<file path="config.mk">
export PLATFORM = sky130hd
export DESIGN_NAME = rx_status
export DESIGN_NICKNAME = d
export VERILOG_FILES = /design/src/verilog/rx_status_pkg.sv /design/src/verilog/rx_status.sv
export SDC_FILE = /design/constraint.sdc
export NUM_CORES = 1
export LEC_CHECK = 0
export BUFFER_PORTS_ARGS = -buffer_cell sky130_fd_sc_hd__buf_2
export CORE_UTILIZATION = 47
export CTS_BUF_LIST = sky130_fd_sc_hd__clkbuf_4 sky130_fd_sc_hd__clkbuf_8 sky130_fd_sc_hd__clkbuf_16
export CTS_CLUSTER_SIZE = 40
export DETAILED_ROUTE_END_ITERATION = 7
export GPL_TIMING_DRIVEN = 0
export PLACE_DENSITY = 0.81
export REMOVE_ABC_BUFFERS = 1
export SYNTH_ARGS = -nofsm -noshare
export SYNTH_HDL_FRONTEND = slang
export SYNTH_SLANG_ARGS = --single-unit
</file>
<file path="constraint.sdc">
create_clock -name clk_i -period 3 [get_ports clk_i]
set_input_delay 0.15 -clock clk_i [delete_from_list [all_inputs] [get_ports clk_i]]
set_output_delay 0.15 -clock clk_i [all_outputs]
set_load 0.05 [all_outputs]
</file>
<file path="src/verilog/rx_status_pkg.sv">
`default_nettype none

package rx_status_pkg;

  // register map, byte addresses
  localparam logic [7:0]  STATUS_OFS     = 8'h00;
  localparam logic [7:0]  CONTROL_OFS    = 8'h04;
  localparam logic [31:0] STATUS_RESET   = 32'h3E00_8000;
  localparam logic [4:0]  NO_ENTRY       = 5'h1F;

  // status bit positions
  localparam int ENTRY_LSB     = 25;
  localparam int CODE_LSB      = 21;
  localparam int BCAST_BIT     = 18;
  localparam int MCAST_BIT     = 17;
  localparam int HALTED_BIT    = 15;
  localparam int GOOD_BIT      = 14;
  localparam int CRC_BIT       = 9;
  localparam int ALIGN_BIT     = 8;
  localparam int IRQ_FLAG_BIT  = 6;
  localparam int CTL_BIT       = 5;
  localparam int LEN_BIT       = 4;

  // control bit positions
  localparam int EN_GOOD_BIT   = 0;
  localparam int EN_CRC_BIT    = 1;
  localparam int EN_ALIGN_BIT  = 2;
  localparam int EN_LEN_BIT    = 3;
  localparam int EN_CTL_BIT    = 4;
  localparam int SHORT_BIT     = 8;
  localparam int FWD_CTL_BIT   = 9;
  localparam int STRIP_BIT     = 10;
  localparam int SOFT_RST_BIT  = 31;

  // frame figures
  localparam logic [15:0] CTL_TYPE       = 16'h8808;
  localparam logic [15:0] SHORT_LEN_MAX  = 16'h002E;
  localparam logic [15:0] MID_LEN_MIN    = 16'h002F;
  localparam logic [15:0] MID_LEN_MAX    = 16'h05DC;
  localparam logic [15:0] FIXED_SIZE     = 16'h0040;
  localparam logic [15:0] OVERHEAD_CRC   = 16'h0012;
  localparam logic [15:0] OVERHEAD_STRIP = 16'h000E;
  localparam logic [15:0] MIN_LEN_LONG   = 16'h0040;
  localparam logic [15:0] MIN_LEN_SHORT  = 16'h000E;
  localparam logic [15:0] RUNT_LEN       = 16'h0006;

  // filter decision codes, bit 3 high means kept
  localparam logic [3:0] TOSS_CTL      = 4'h0;
  localparam logic [3:0] TOSS_SHORT    = 4'h1;
  localparam logic [3:0] TOSS_TBL_NOT  = 4'h2;
  localparam logic [3:0] TOSS_CAM_NOT  = 4'h4;
  localparam logic [3:0] TOSS_NO_MATCH = 4'h6;
  localparam logic [3:0] TOSS_RUNT     = 4'h7;
  localparam logic [3:0] KEEP_ACCEPT   = 4'h8;
  localparam logic [3:0] KEEP_TBL_AND  = 4'hA;
  localparam logic [3:0] KEEP_CAM_AND  = 4'hC;
  localparam logic [3:0] KEEP_MISS_AND = 4'hE;

  typedef struct packed {
    logic [15:0] byte_count;
    logic [15:0] len_type;
    logic        odd_bits;
    logic        crc_ok;
    logic        rx_er;
    logic        other_error;
    logic        dest_recognised;
    logic        is_bcast;
    logic        is_mcast;
    logic        accept_match;
    logic        not_filter;
    logic        and_filter;
    logic        compare_en;
  } frame_info_t;

  typedef struct packed {
    logic strip_crc;
    logic forward_control_frames;
    logic allow_short_packets;
    logic en_ctl;
    logic en_len;
    logic en_align;
    logic checksum_fail_irq_enable;
    logic error_free_irq_enable;
  } ctrl_t;

endpackage

`default_nettype wire

</file>
<file path="src/verilog/rx_status.sv">
// Local design decisions: the Wishbone interface to the registers and the address map.
`timescale 1ns/1ps
`default_nettype none

// Contract
// - misaligned length with bad checksum sets bit 8
// - irq flag bit 6 on enabled condition
// - error-free enable also raises receive irq
// - tossed packet sets flag, no interrupt
// - type 0x8808 recognised sets bit 5
// - length 46 or less: size not 64
// - length 47..1500: size not length+18/14
// - soft reset loads 0x3E008000
// - status cleared at every packet start
// - flags sticky until next packet
// - interrupt only when enable bit set
// - unicast shown by bits 17,18 zero
// - toss codes 0000, 0001, 0111
// - toss codes 0010, 0100, 0110
// - keep codes 1000, 1010
// - keep codes 1100, 1110
// - minimum length 64, or 14 if short
// - first filter hit blocks the later one
// - entry index, all ones on no match
// - decision code in bits 24:21
// - good flag bit 14 when error free
module rx_status (
  // clock and reset
  input  wire logic                       clk_i,
  input  wire logic                       rst_i,
  // wishbone slave
  input  wire logic                       wb_cyc_i,
  input  wire logic                       wb_stb_i,
  input  wire logic                       wb_we_i,
  input  wire logic [7:0]                 wb_adr_i,
  input  wire logic [3:0]                 wb_sel_i,
  input  wire logic [31:0]                wb_dat_i,
  output logic      [31:0]                wb_dat_o,
  output logic                            wb_ack_o,
  // frame events from receive logic
  input  wire logic                       frame_start_i,
  input  wire logic                       frame_end_i,
  input  wire rx_status_pkg::frame_info_t frame_info_i,
  input  wire logic                       tbl_hit_i,
  input  wire logic [4:0]                 tbl_entry_i,
  input  wire logic                       cam_hit_i,
  input  wire logic                       rx_halted_i,
  // status out
  output logic      [31:0]                rx_status_o,
  output logic                            mac_receive_source_bit_o
);

  typedef struct packed {
    logic [31:0]          status;
    rx_status_pkg::ctrl_t ctrl;
    logic                 in_frame;
    logic                 tbl_first;
    logic                 cam_first;
    logic [4:0]           entry;
    logic                 ack;
    logic [31:0]          rdata;
    logic                 irq;
  } state_t;

  state_t state_reg;
  state_t state_next;
  logic   bus_req;
  logic   ctrl_write;
  logic   soft_rst;

  assign bus_req    = wb_cyc_i && wb_stb_i && !state_reg.ack;
  assign ctrl_write = bus_req && wb_we_i && (wb_adr_i == rx_status_pkg::CONTROL_OFS);
  assign soft_rst   = ctrl_write && wb_sel_i[3] && wb_dat_i[rx_status_pkg::SOFT_RST_BIT];

  always_comb
  begin
    logic [15:0] min_len;
    logic [15:0] overhead;
    logic        crc_err;
    logic        align_err;
    logic        len_err;
    logic        ctl_seen;
    logic        good;
    logic        irq_cond;
    logic [3:0]  code;
    logic        tbl_m;
    logic        cam_m;
    logic [4:0]  entry;
    logic [31:0] ctrl_word;
    min_len   = state_reg.ctrl.allow_short_packets ? rx_status_pkg::MIN_LEN_SHORT
                                                   : rx_status_pkg::MIN_LEN_LONG;
    overhead  = state_reg.ctrl.strip_crc ? rx_status_pkg::OVERHEAD_STRIP
                                         : rx_status_pkg::OVERHEAD_CRC;
    crc_err   = !frame_info_i.crc_ok || frame_info_i.rx_er;
    align_err = frame_info_i.odd_bits && !frame_info_i.crc_ok;
    len_err   = 1'b0;
    if (frame_info_i.len_type <= rx_status_pkg::SHORT_LEN_MAX)
    begin
      len_err = frame_info_i.byte_count != rx_status_pkg::FIXED_SIZE;
    end
    else if (frame_info_i.len_type <= rx_status_pkg::MID_LEN_MAX)
    begin
      len_err = frame_info_i.byte_count != 16'(frame_info_i.len_type + overhead);
    end
    ctl_seen  = (frame_info_i.len_type == rx_status_pkg::CTL_TYPE)
                && frame_info_i.dest_recognised;
    good      = !crc_err && !align_err && !len_err && !frame_info_i.other_error;
    irq_cond  = (good && state_reg.ctrl.error_free_irq_enable)
                || (crc_err && state_reg.ctrl.checksum_fail_irq_enable)
                || (align_err && state_reg.ctrl.en_align)
                || (len_err && state_reg.ctrl.en_len)
                || (ctl_seen && state_reg.ctrl.en_ctl);
    // a hit arriving in the closing cycle still counts if none came before
    tbl_m = state_reg.tbl_first || (tbl_hit_i && !state_reg.cam_first);
    cam_m = state_reg.cam_first || (cam_hit_i && !tbl_m);
    entry = state_reg.tbl_first ? state_reg.entry
                                : (tbl_m ? tbl_entry_i : rx_status_pkg::NO_ENTRY);
    if ((frame_info_i.len_type == rx_status_pkg::CTL_TYPE)
        && !state_reg.ctrl.forward_control_frames)
    begin
      code = rx_status_pkg::TOSS_CTL;
    end
    else if (frame_info_i.byte_count < min_len)
    begin
      code = (frame_info_i.byte_count >= rx_status_pkg::RUNT_LEN)
             ? rx_status_pkg::TOSS_SHORT : rx_status_pkg::TOSS_RUNT;
    end
    else if (tbl_m && frame_info_i.not_filter)
    begin
      code = rx_status_pkg::TOSS_TBL_NOT;
    end
    else if (cam_m && frame_info_i.not_filter)
    begin
      code = rx_status_pkg::TOSS_CAM_NOT;
    end
    else if (frame_info_i.accept_match)
    begin
      code = rx_status_pkg::KEEP_ACCEPT;
    end
    else if (tbl_m)
    begin
      code = rx_status_pkg::KEEP_TBL_AND;
    end
    else if (cam_m)
    begin
      code = rx_status_pkg::KEEP_CAM_AND;
    end
    else if (frame_info_i.compare_en)
    begin
      code = rx_status_pkg::KEEP_MISS_AND;
    end
    else
    begin
      code = rx_status_pkg::TOSS_NO_MATCH;
    end
    ctrl_word = '0;
    ctrl_word[rx_status_pkg::EN_GOOD_BIT]  = state_reg.ctrl.error_free_irq_enable;
    ctrl_word[rx_status_pkg::EN_CRC_BIT]   = state_reg.ctrl.checksum_fail_irq_enable;
    ctrl_word[rx_status_pkg::EN_ALIGN_BIT] = state_reg.ctrl.en_align;
    ctrl_word[rx_status_pkg::EN_LEN_BIT]   = state_reg.ctrl.en_len;
    ctrl_word[rx_status_pkg::EN_CTL_BIT]   = state_reg.ctrl.en_ctl;
    ctrl_word[rx_status_pkg::SHORT_BIT]    = state_reg.ctrl.allow_short_packets;
    ctrl_word[rx_status_pkg::FWD_CTL_BIT]  = state_reg.ctrl.forward_control_frames;
    ctrl_word[rx_status_pkg::STRIP_BIT]    = state_reg.ctrl.strip_crc;

    state_next     = state_reg;
    state_next.ack = 1'b0;
    state_next.irq = 1'b0;
    state_next.status[rx_status_pkg::HALTED_BIT] = rx_halted_i;

    if (frame_start_i)
    begin
      state_next.status = '0;
      state_next.status[rx_status_pkg::HALTED_BIT] = rx_halted_i;
      state_next.status[rx_status_pkg::ENTRY_LSB +: 5] = rx_status_pkg::NO_ENTRY;
      state_next.in_frame  = 1'b1;
      state_next.tbl_first = 1'b0;
      state_next.cam_first = 1'b0;
      state_next.entry     = rx_status_pkg::NO_ENTRY;
    end
    else if (state_reg.in_frame && !frame_end_i)
    begin
      // the first hit to arrive locks out the other one
      if (tbl_hit_i && !state_reg.tbl_first && !state_reg.cam_first)
      begin
        state_next.tbl_first = 1'b1;
        state_next.entry     = tbl_entry_i;
      end
      else if (cam_hit_i && !state_reg.tbl_first && !state_reg.cam_first)
      begin
        state_next.cam_first = 1'b1;
      end
    end

    if (frame_end_i && !frame_start_i)
    begin
      state_next.in_frame = 1'b0;
      state_next.status[rx_status_pkg::CRC_BIT]   = state_reg.status[rx_status_pkg::CRC_BIT]
                                                  | crc_err;
      state_next.status[rx_status_pkg::ALIGN_BIT] = state_reg.status[rx_status_pkg::ALIGN_BIT]
                                                  | align_err;
      state_next.status[rx_status_pkg::LEN_BIT]   = state_reg.status[rx_status_pkg::LEN_BIT]
                                                  | len_err;
      state_next.status[rx_status_pkg::CTL_BIT]   = state_reg.status[rx_status_pkg::CTL_BIT]
                                                  | ctl_seen;
      state_next.status[rx_status_pkg::GOOD_BIT]  = state_reg.status[rx_status_pkg::GOOD_BIT]
                                                  | good;
      state_next.status[rx_status_pkg::IRQ_FLAG_BIT] =
        state_reg.status[rx_status_pkg::IRQ_FLAG_BIT] | irq_cond;
      state_next.status[rx_status_pkg::BCAST_BIT] = frame_info_i.is_bcast;
      state_next.status[rx_status_pkg::MCAST_BIT] = frame_info_i.is_mcast;
      state_next.status[rx_status_pkg::CODE_LSB +: 4]  = code;
      state_next.status[rx_status_pkg::ENTRY_LSB +: 5] = entry;
      state_next.irq = irq_cond && code[3];
    end

    if (bus_req)
    begin
      state_next.ack   = 1'b1;
      state_next.rdata = '0;
      if (wb_adr_i == rx_status_pkg::STATUS_OFS)
      begin
        state_next.rdata = state_reg.status;
      end
      else if (wb_adr_i == rx_status_pkg::CONTROL_OFS)
      begin
        state_next.rdata = ctrl_word;
      end
    end

    if (ctrl_write && wb_sel_i[0])
    begin
      state_next.ctrl.error_free_irq_enable    = wb_dat_i[rx_status_pkg::EN_GOOD_BIT];
      state_next.ctrl.checksum_fail_irq_enable = wb_dat_i[rx_status_pkg::EN_CRC_BIT];
      state_next.ctrl.en_align                 = wb_dat_i[rx_status_pkg::EN_ALIGN_BIT];
      state_next.ctrl.en_len                   = wb_dat_i[rx_status_pkg::EN_LEN_BIT];
      state_next.ctrl.en_ctl                   = wb_dat_i[rx_status_pkg::EN_CTL_BIT];
    end
    if (ctrl_write && wb_sel_i[1])
    begin
      state_next.ctrl.allow_short_packets    = wb_dat_i[rx_status_pkg::SHORT_BIT];
      state_next.ctrl.forward_control_frames = wb_dat_i[rx_status_pkg::FWD_CTL_BIT];
      state_next.ctrl.strip_crc              = wb_dat_i[rx_status_pkg::STRIP_BIT];
    end

    if (soft_rst)
    begin
      state_next.status    = rx_status_pkg::STATUS_RESET;
      state_next.in_frame  = 1'b0;
      state_next.tbl_first = 1'b0;
      state_next.cam_first = 1'b0;
      state_next.entry     = rx_status_pkg::NO_ENTRY;
      state_next.irq       = 1'b0;
    end
    // reserved bits are never stored
    state_next.status[31:30] = 2'h0;
    state_next.status[16]    = 1'b0;
    state_next.status[13:10] = 4'h0;
    state_next.status[7]     = 1'b0;
    state_next.status[3:0]   = 4'h0;
  end

  always_ff @(posedge clk_i)
  begin
    if (rst_i)
    begin
      state_reg        <= '0;
      state_reg.status <= rx_status_pkg::STATUS_RESET;
      state_reg.entry  <= rx_status_pkg::NO_ENTRY;
    end
    else
    begin
      state_reg <= state_next;
    end
  end

  assign wb_dat_o                 = state_reg.rdata;
  assign wb_ack_o                 = state_reg.ack;
  assign rx_status_o              = state_reg.status;
  assign mac_receive_source_bit_o = state_reg.irq;

  logic end_only;
  assign end_only = frame_end_i && !frame_start_i && !soft_rst;
endmodule

`default_nettype wire

</file>
==> impl_metrics.env <==
export IMPL_num_rows=31
export IMPL_yosysTopAreaCell="dfxtp_1"
export IMPL_pre_cts_ws_ps=-248
export IMPL_cts_sinks=59
export IMPL_dp_cells=582
export IMPL_grt_pass1_wl_um=13800
export IMPL_grt_pass1_vias=2901
export IMPL_yosys_top_cells_count="65 x buf_4, 59 x dfxtp_1, 50 x nor2_1"
export IMPL_p_comb_frac=0.173
export IMPL_setup_slack_ps=187
export IMPL_hpwl_um=6670
export IMPL_p_int_mw=1.34
export IMPL_clk_pin_slew_worst_paths_ps=60
export IMPL_critPathLaunchType="register"
export IMPL_cts_tree="done"
export IMPL_whs_ps=42.4
export IMPL_ant_nets=0
export IMPL_drive_above_1_share=0.294
export IMPL_start_util=0.487
export IMPL_yosysWarnings=0
export IMPL_ys_seq_area_frac=0.333
export IMPL_diodes=0
export IMPL_routed_via_count=3168
export IMPL_synth_cell_types=59
export IMPL_cts_root_buf="clkbuf_8"
export IMPL_placed_area_mm2=0.00381
export IMPL_postLayoutCoreUtil=0.553
export IMPL_critPathRequiredTime_ps=3250
export IMPL_relSlewSlack=0.179
export IMPL_clock_skew_final_ps=5.25
export IMPL_gr_usage_all_layers=0.231
export IMPL_core_mm2=0.00729
export IMPL_status="finished, final reports clean"
export IMPL_swShare=0.279
export IMPL_powerDensity_mw_per_mm2=460
export IMPL_synth_ff_type="dfxtp_1"
export IMPL_place_gp_congestion=0.858
export IMPL_seq_area_mm2=0.00118
export IMPL_switchingPower_mw=0.517
export IMPL_synth_area_leaders="dfxtp_1 33%, buf_4 14%, nor2_1 5.3%"
export IMPL_critPathCaptureType="register"
export IMPL_fin_cells=599
export IMPL_drtIter0Drc=137
export IMPL_critical_path_class="reg -> reg"
export IMPL_p_leak_nw=1.86
export IMPL_area_delta_synth_final_pct=13.6
export IMPL_grt_overflow=0
export IMPL_synthArstFlopShare=0
export IMPL_synth_most_common_cell="buf_4"
export IMPL_timing_fmax_mhz=355
export IMPL_worst_ep_arrival_time_ps=3060
export IMPL_io_pins=168
export IMPL_drc=0
export IMPL_setup_violations=0
export IMPL_htreeDepth=3
export IMPL_grt_max_degree=34
export IMPL_synth_edf_count=0
export IMPL_cp_max_fo=8
export IMPL_fill_cells=692
export IMPL_report_final_hold_viol_count=0
export IMPL_fin_crit_ps=2810
export IMPL_die_w_um=88.9
export IMPL_multi_input_area_mm2=0.00188
export IMPL_die_area_mm2=0.00791
export IMPL_total_power_mw=1.85
export IMPL_cts_made_buffers=9
export IMPL_slew_viol_final=0
export IMPL_avgSynthCellArea_um2=8.42
export IMPL_finalNetCount=605
export IMPL_p_seq_frac=0.431
export IMPL_synth_seq_cells=59
export IMPL_wl_per_cell_um=14.8
export IMPL_finalSetupTns_ps=0
export IMPL_ir_drop_uv=274
export IMPL_port_buffers=119
export IMPL_largest_reg_flops=23
export IMPL_synth_top_cell_area_share=0.333
export IMPL_hold_path_class="in -> reg"
export IMPL_cts_setup_buffers=0
export IMPL_antenna_found_initial=0
export IMPL_power_clock_fraction=0.396
export IMPL_die_y_um=88.9
export IMPL_dr_pass1_iters=4
export IMPL_cts_max_path_buffers=2
export IMPL_vias_per_cell=5.29
export IMPL_clk_latency_ps=330
export IMPL_syn_cell_area_mm2=0.00355
export IMPL_worst_slew_pin_slew_ps=1200
export IMPL_postSynthCellCount=422
export IMPL_fin_area_mm2=0.00404
export IMPL_wl_um=8860
export IMPL_drv_cap=0
export IMPL_post_route_period_util=0.938
-- metal layers --
metal / global-route usage / vias up / part of all wire
met2: 0.390 / 115 / 0.47
met1: 0.290 / 1489 / 0.45
li1: - / 1555 / -
met3: 0.0582 / 9 / 0.056
met4: 0.0722 / 0 / 0.017
met5: 0 / - / 0
-- worst max-delay path, stage by stage, from the launching register on --
cell	delay (ps)
dfxtp_2	390
inv_1	60
ha_1	350
a21o_1	210
o211a_2	330
a2111o_1	380
o311a_1	130
a211oi_2	300
a31oi_2	160
o211a_1	260
nor3_1	170
-- path summary, 6_finish.rpt --
path	start	to	slack [ps]	cells past startpoint
min	tbl_entry_i[2]	state_reg[36]	40	3
max reg2reg	state_reg[49]	mac_receive_source_bit_o	190	10
min reg2reg	state_reg[36]	state_reg[36]	470	2
max	state_reg[49]	mac_receive_source_bit_o	190	10
-- repair_timing --
action                                  in CTS  in global routing
pin swaps                                    0                  0
endpoints found under the setup margin      14                 15
gates cloned                                 1                  0
hold endpoints to repair                     1                  0
hold buffers                                 1                  0
gates resized for setup                      0                  4
-- kinds of logic (layout without fill, tap and decap cells) --
family | count (synthesis) | after routing | synth area share
buffers and inverters | 91 | 146 | 0.168
xor gates and xnor gates | 22 | 22 | 0.0542
and+or+nand+nor | 131 | 132 | 0.178
other | 1 | 23 | 0.00106
AOI/OAI and AO/OA | 91 | 91 | 0.181
muxes | 20 | 20 | 0.0578
DFF | 59 | 59 | 0.333
adders and majority gates | 7 | 7 | 0.0268
-- power groups by stage --
stage / clock, mW / sequential [mW] / combinational (mW)
floorplan: 0 / 0.841 / 0.172
global placement: 0 / 0.817 / 0.309
detailed placement: 0 / 0.817 / 0.313
CTS: 0.745 / 0.800 / 0.317
global route: 0.780 / 0.801 / 0.348
finish: 0.734 / 0.800 / 0.320
-- cells in the final DEF, fill, tap and decap left out, types with 2 or more instances in the layout --
| cell type | n |
|---|---|
| a31oi_1 | 5 |
| o21ai_0 | 13 |
| or3_1 | 2 |
| nor2_1 | 50 |
| mux2i_1 | 16 |
| nand3b_1 | 2 |
| conb_1 | 23 |
| or4_1 | 2 |
| a22oi_1 | 23 |
| xnor2_1 | 17 |
| xor2_1 | 5 |
| inv_1 | 10 |
| and2_1 | 2 |
| nor4b_1 | 2 |
| a21o_1 | 3 |
| and4_1 | 2 |
| nand3_1 | 7 |
| ha_1 | 6 |
| a41o_1 | 2 |
| nand4_1 | 2 |
| nand2b_1 | 6 |
| a21oi_1 | 19 |
| mux2_2 | 3 |
| o211a_1 | 2 |
| nand2_1 | 26 |
| a211o_1 | 6 |
| nor3b_1 | 2 |
| nor3_1 | 8 |
| buf_2 | 119 |
| clkbuf_4 | 2 |
| or2_2 | 2 |
| and3_1 | 7 |
| nor4_1 | 6 |
| dfxtp_1 | 58 |
| clkbuf_8 | 11 |
-- area by class of cell --
class / count / area share
clock buffer: 13 / 0.0412
clock inverter: 2 / 0.00868
inverter: 10 / 0.00930
multi-input combinational: 295 / 0.465
sequential: 59 / 0.293
tap: 99 / 0.0307
timing repair buffer: 121 / 0.152
Note: power is estimated with default switching activity, not from simulation.
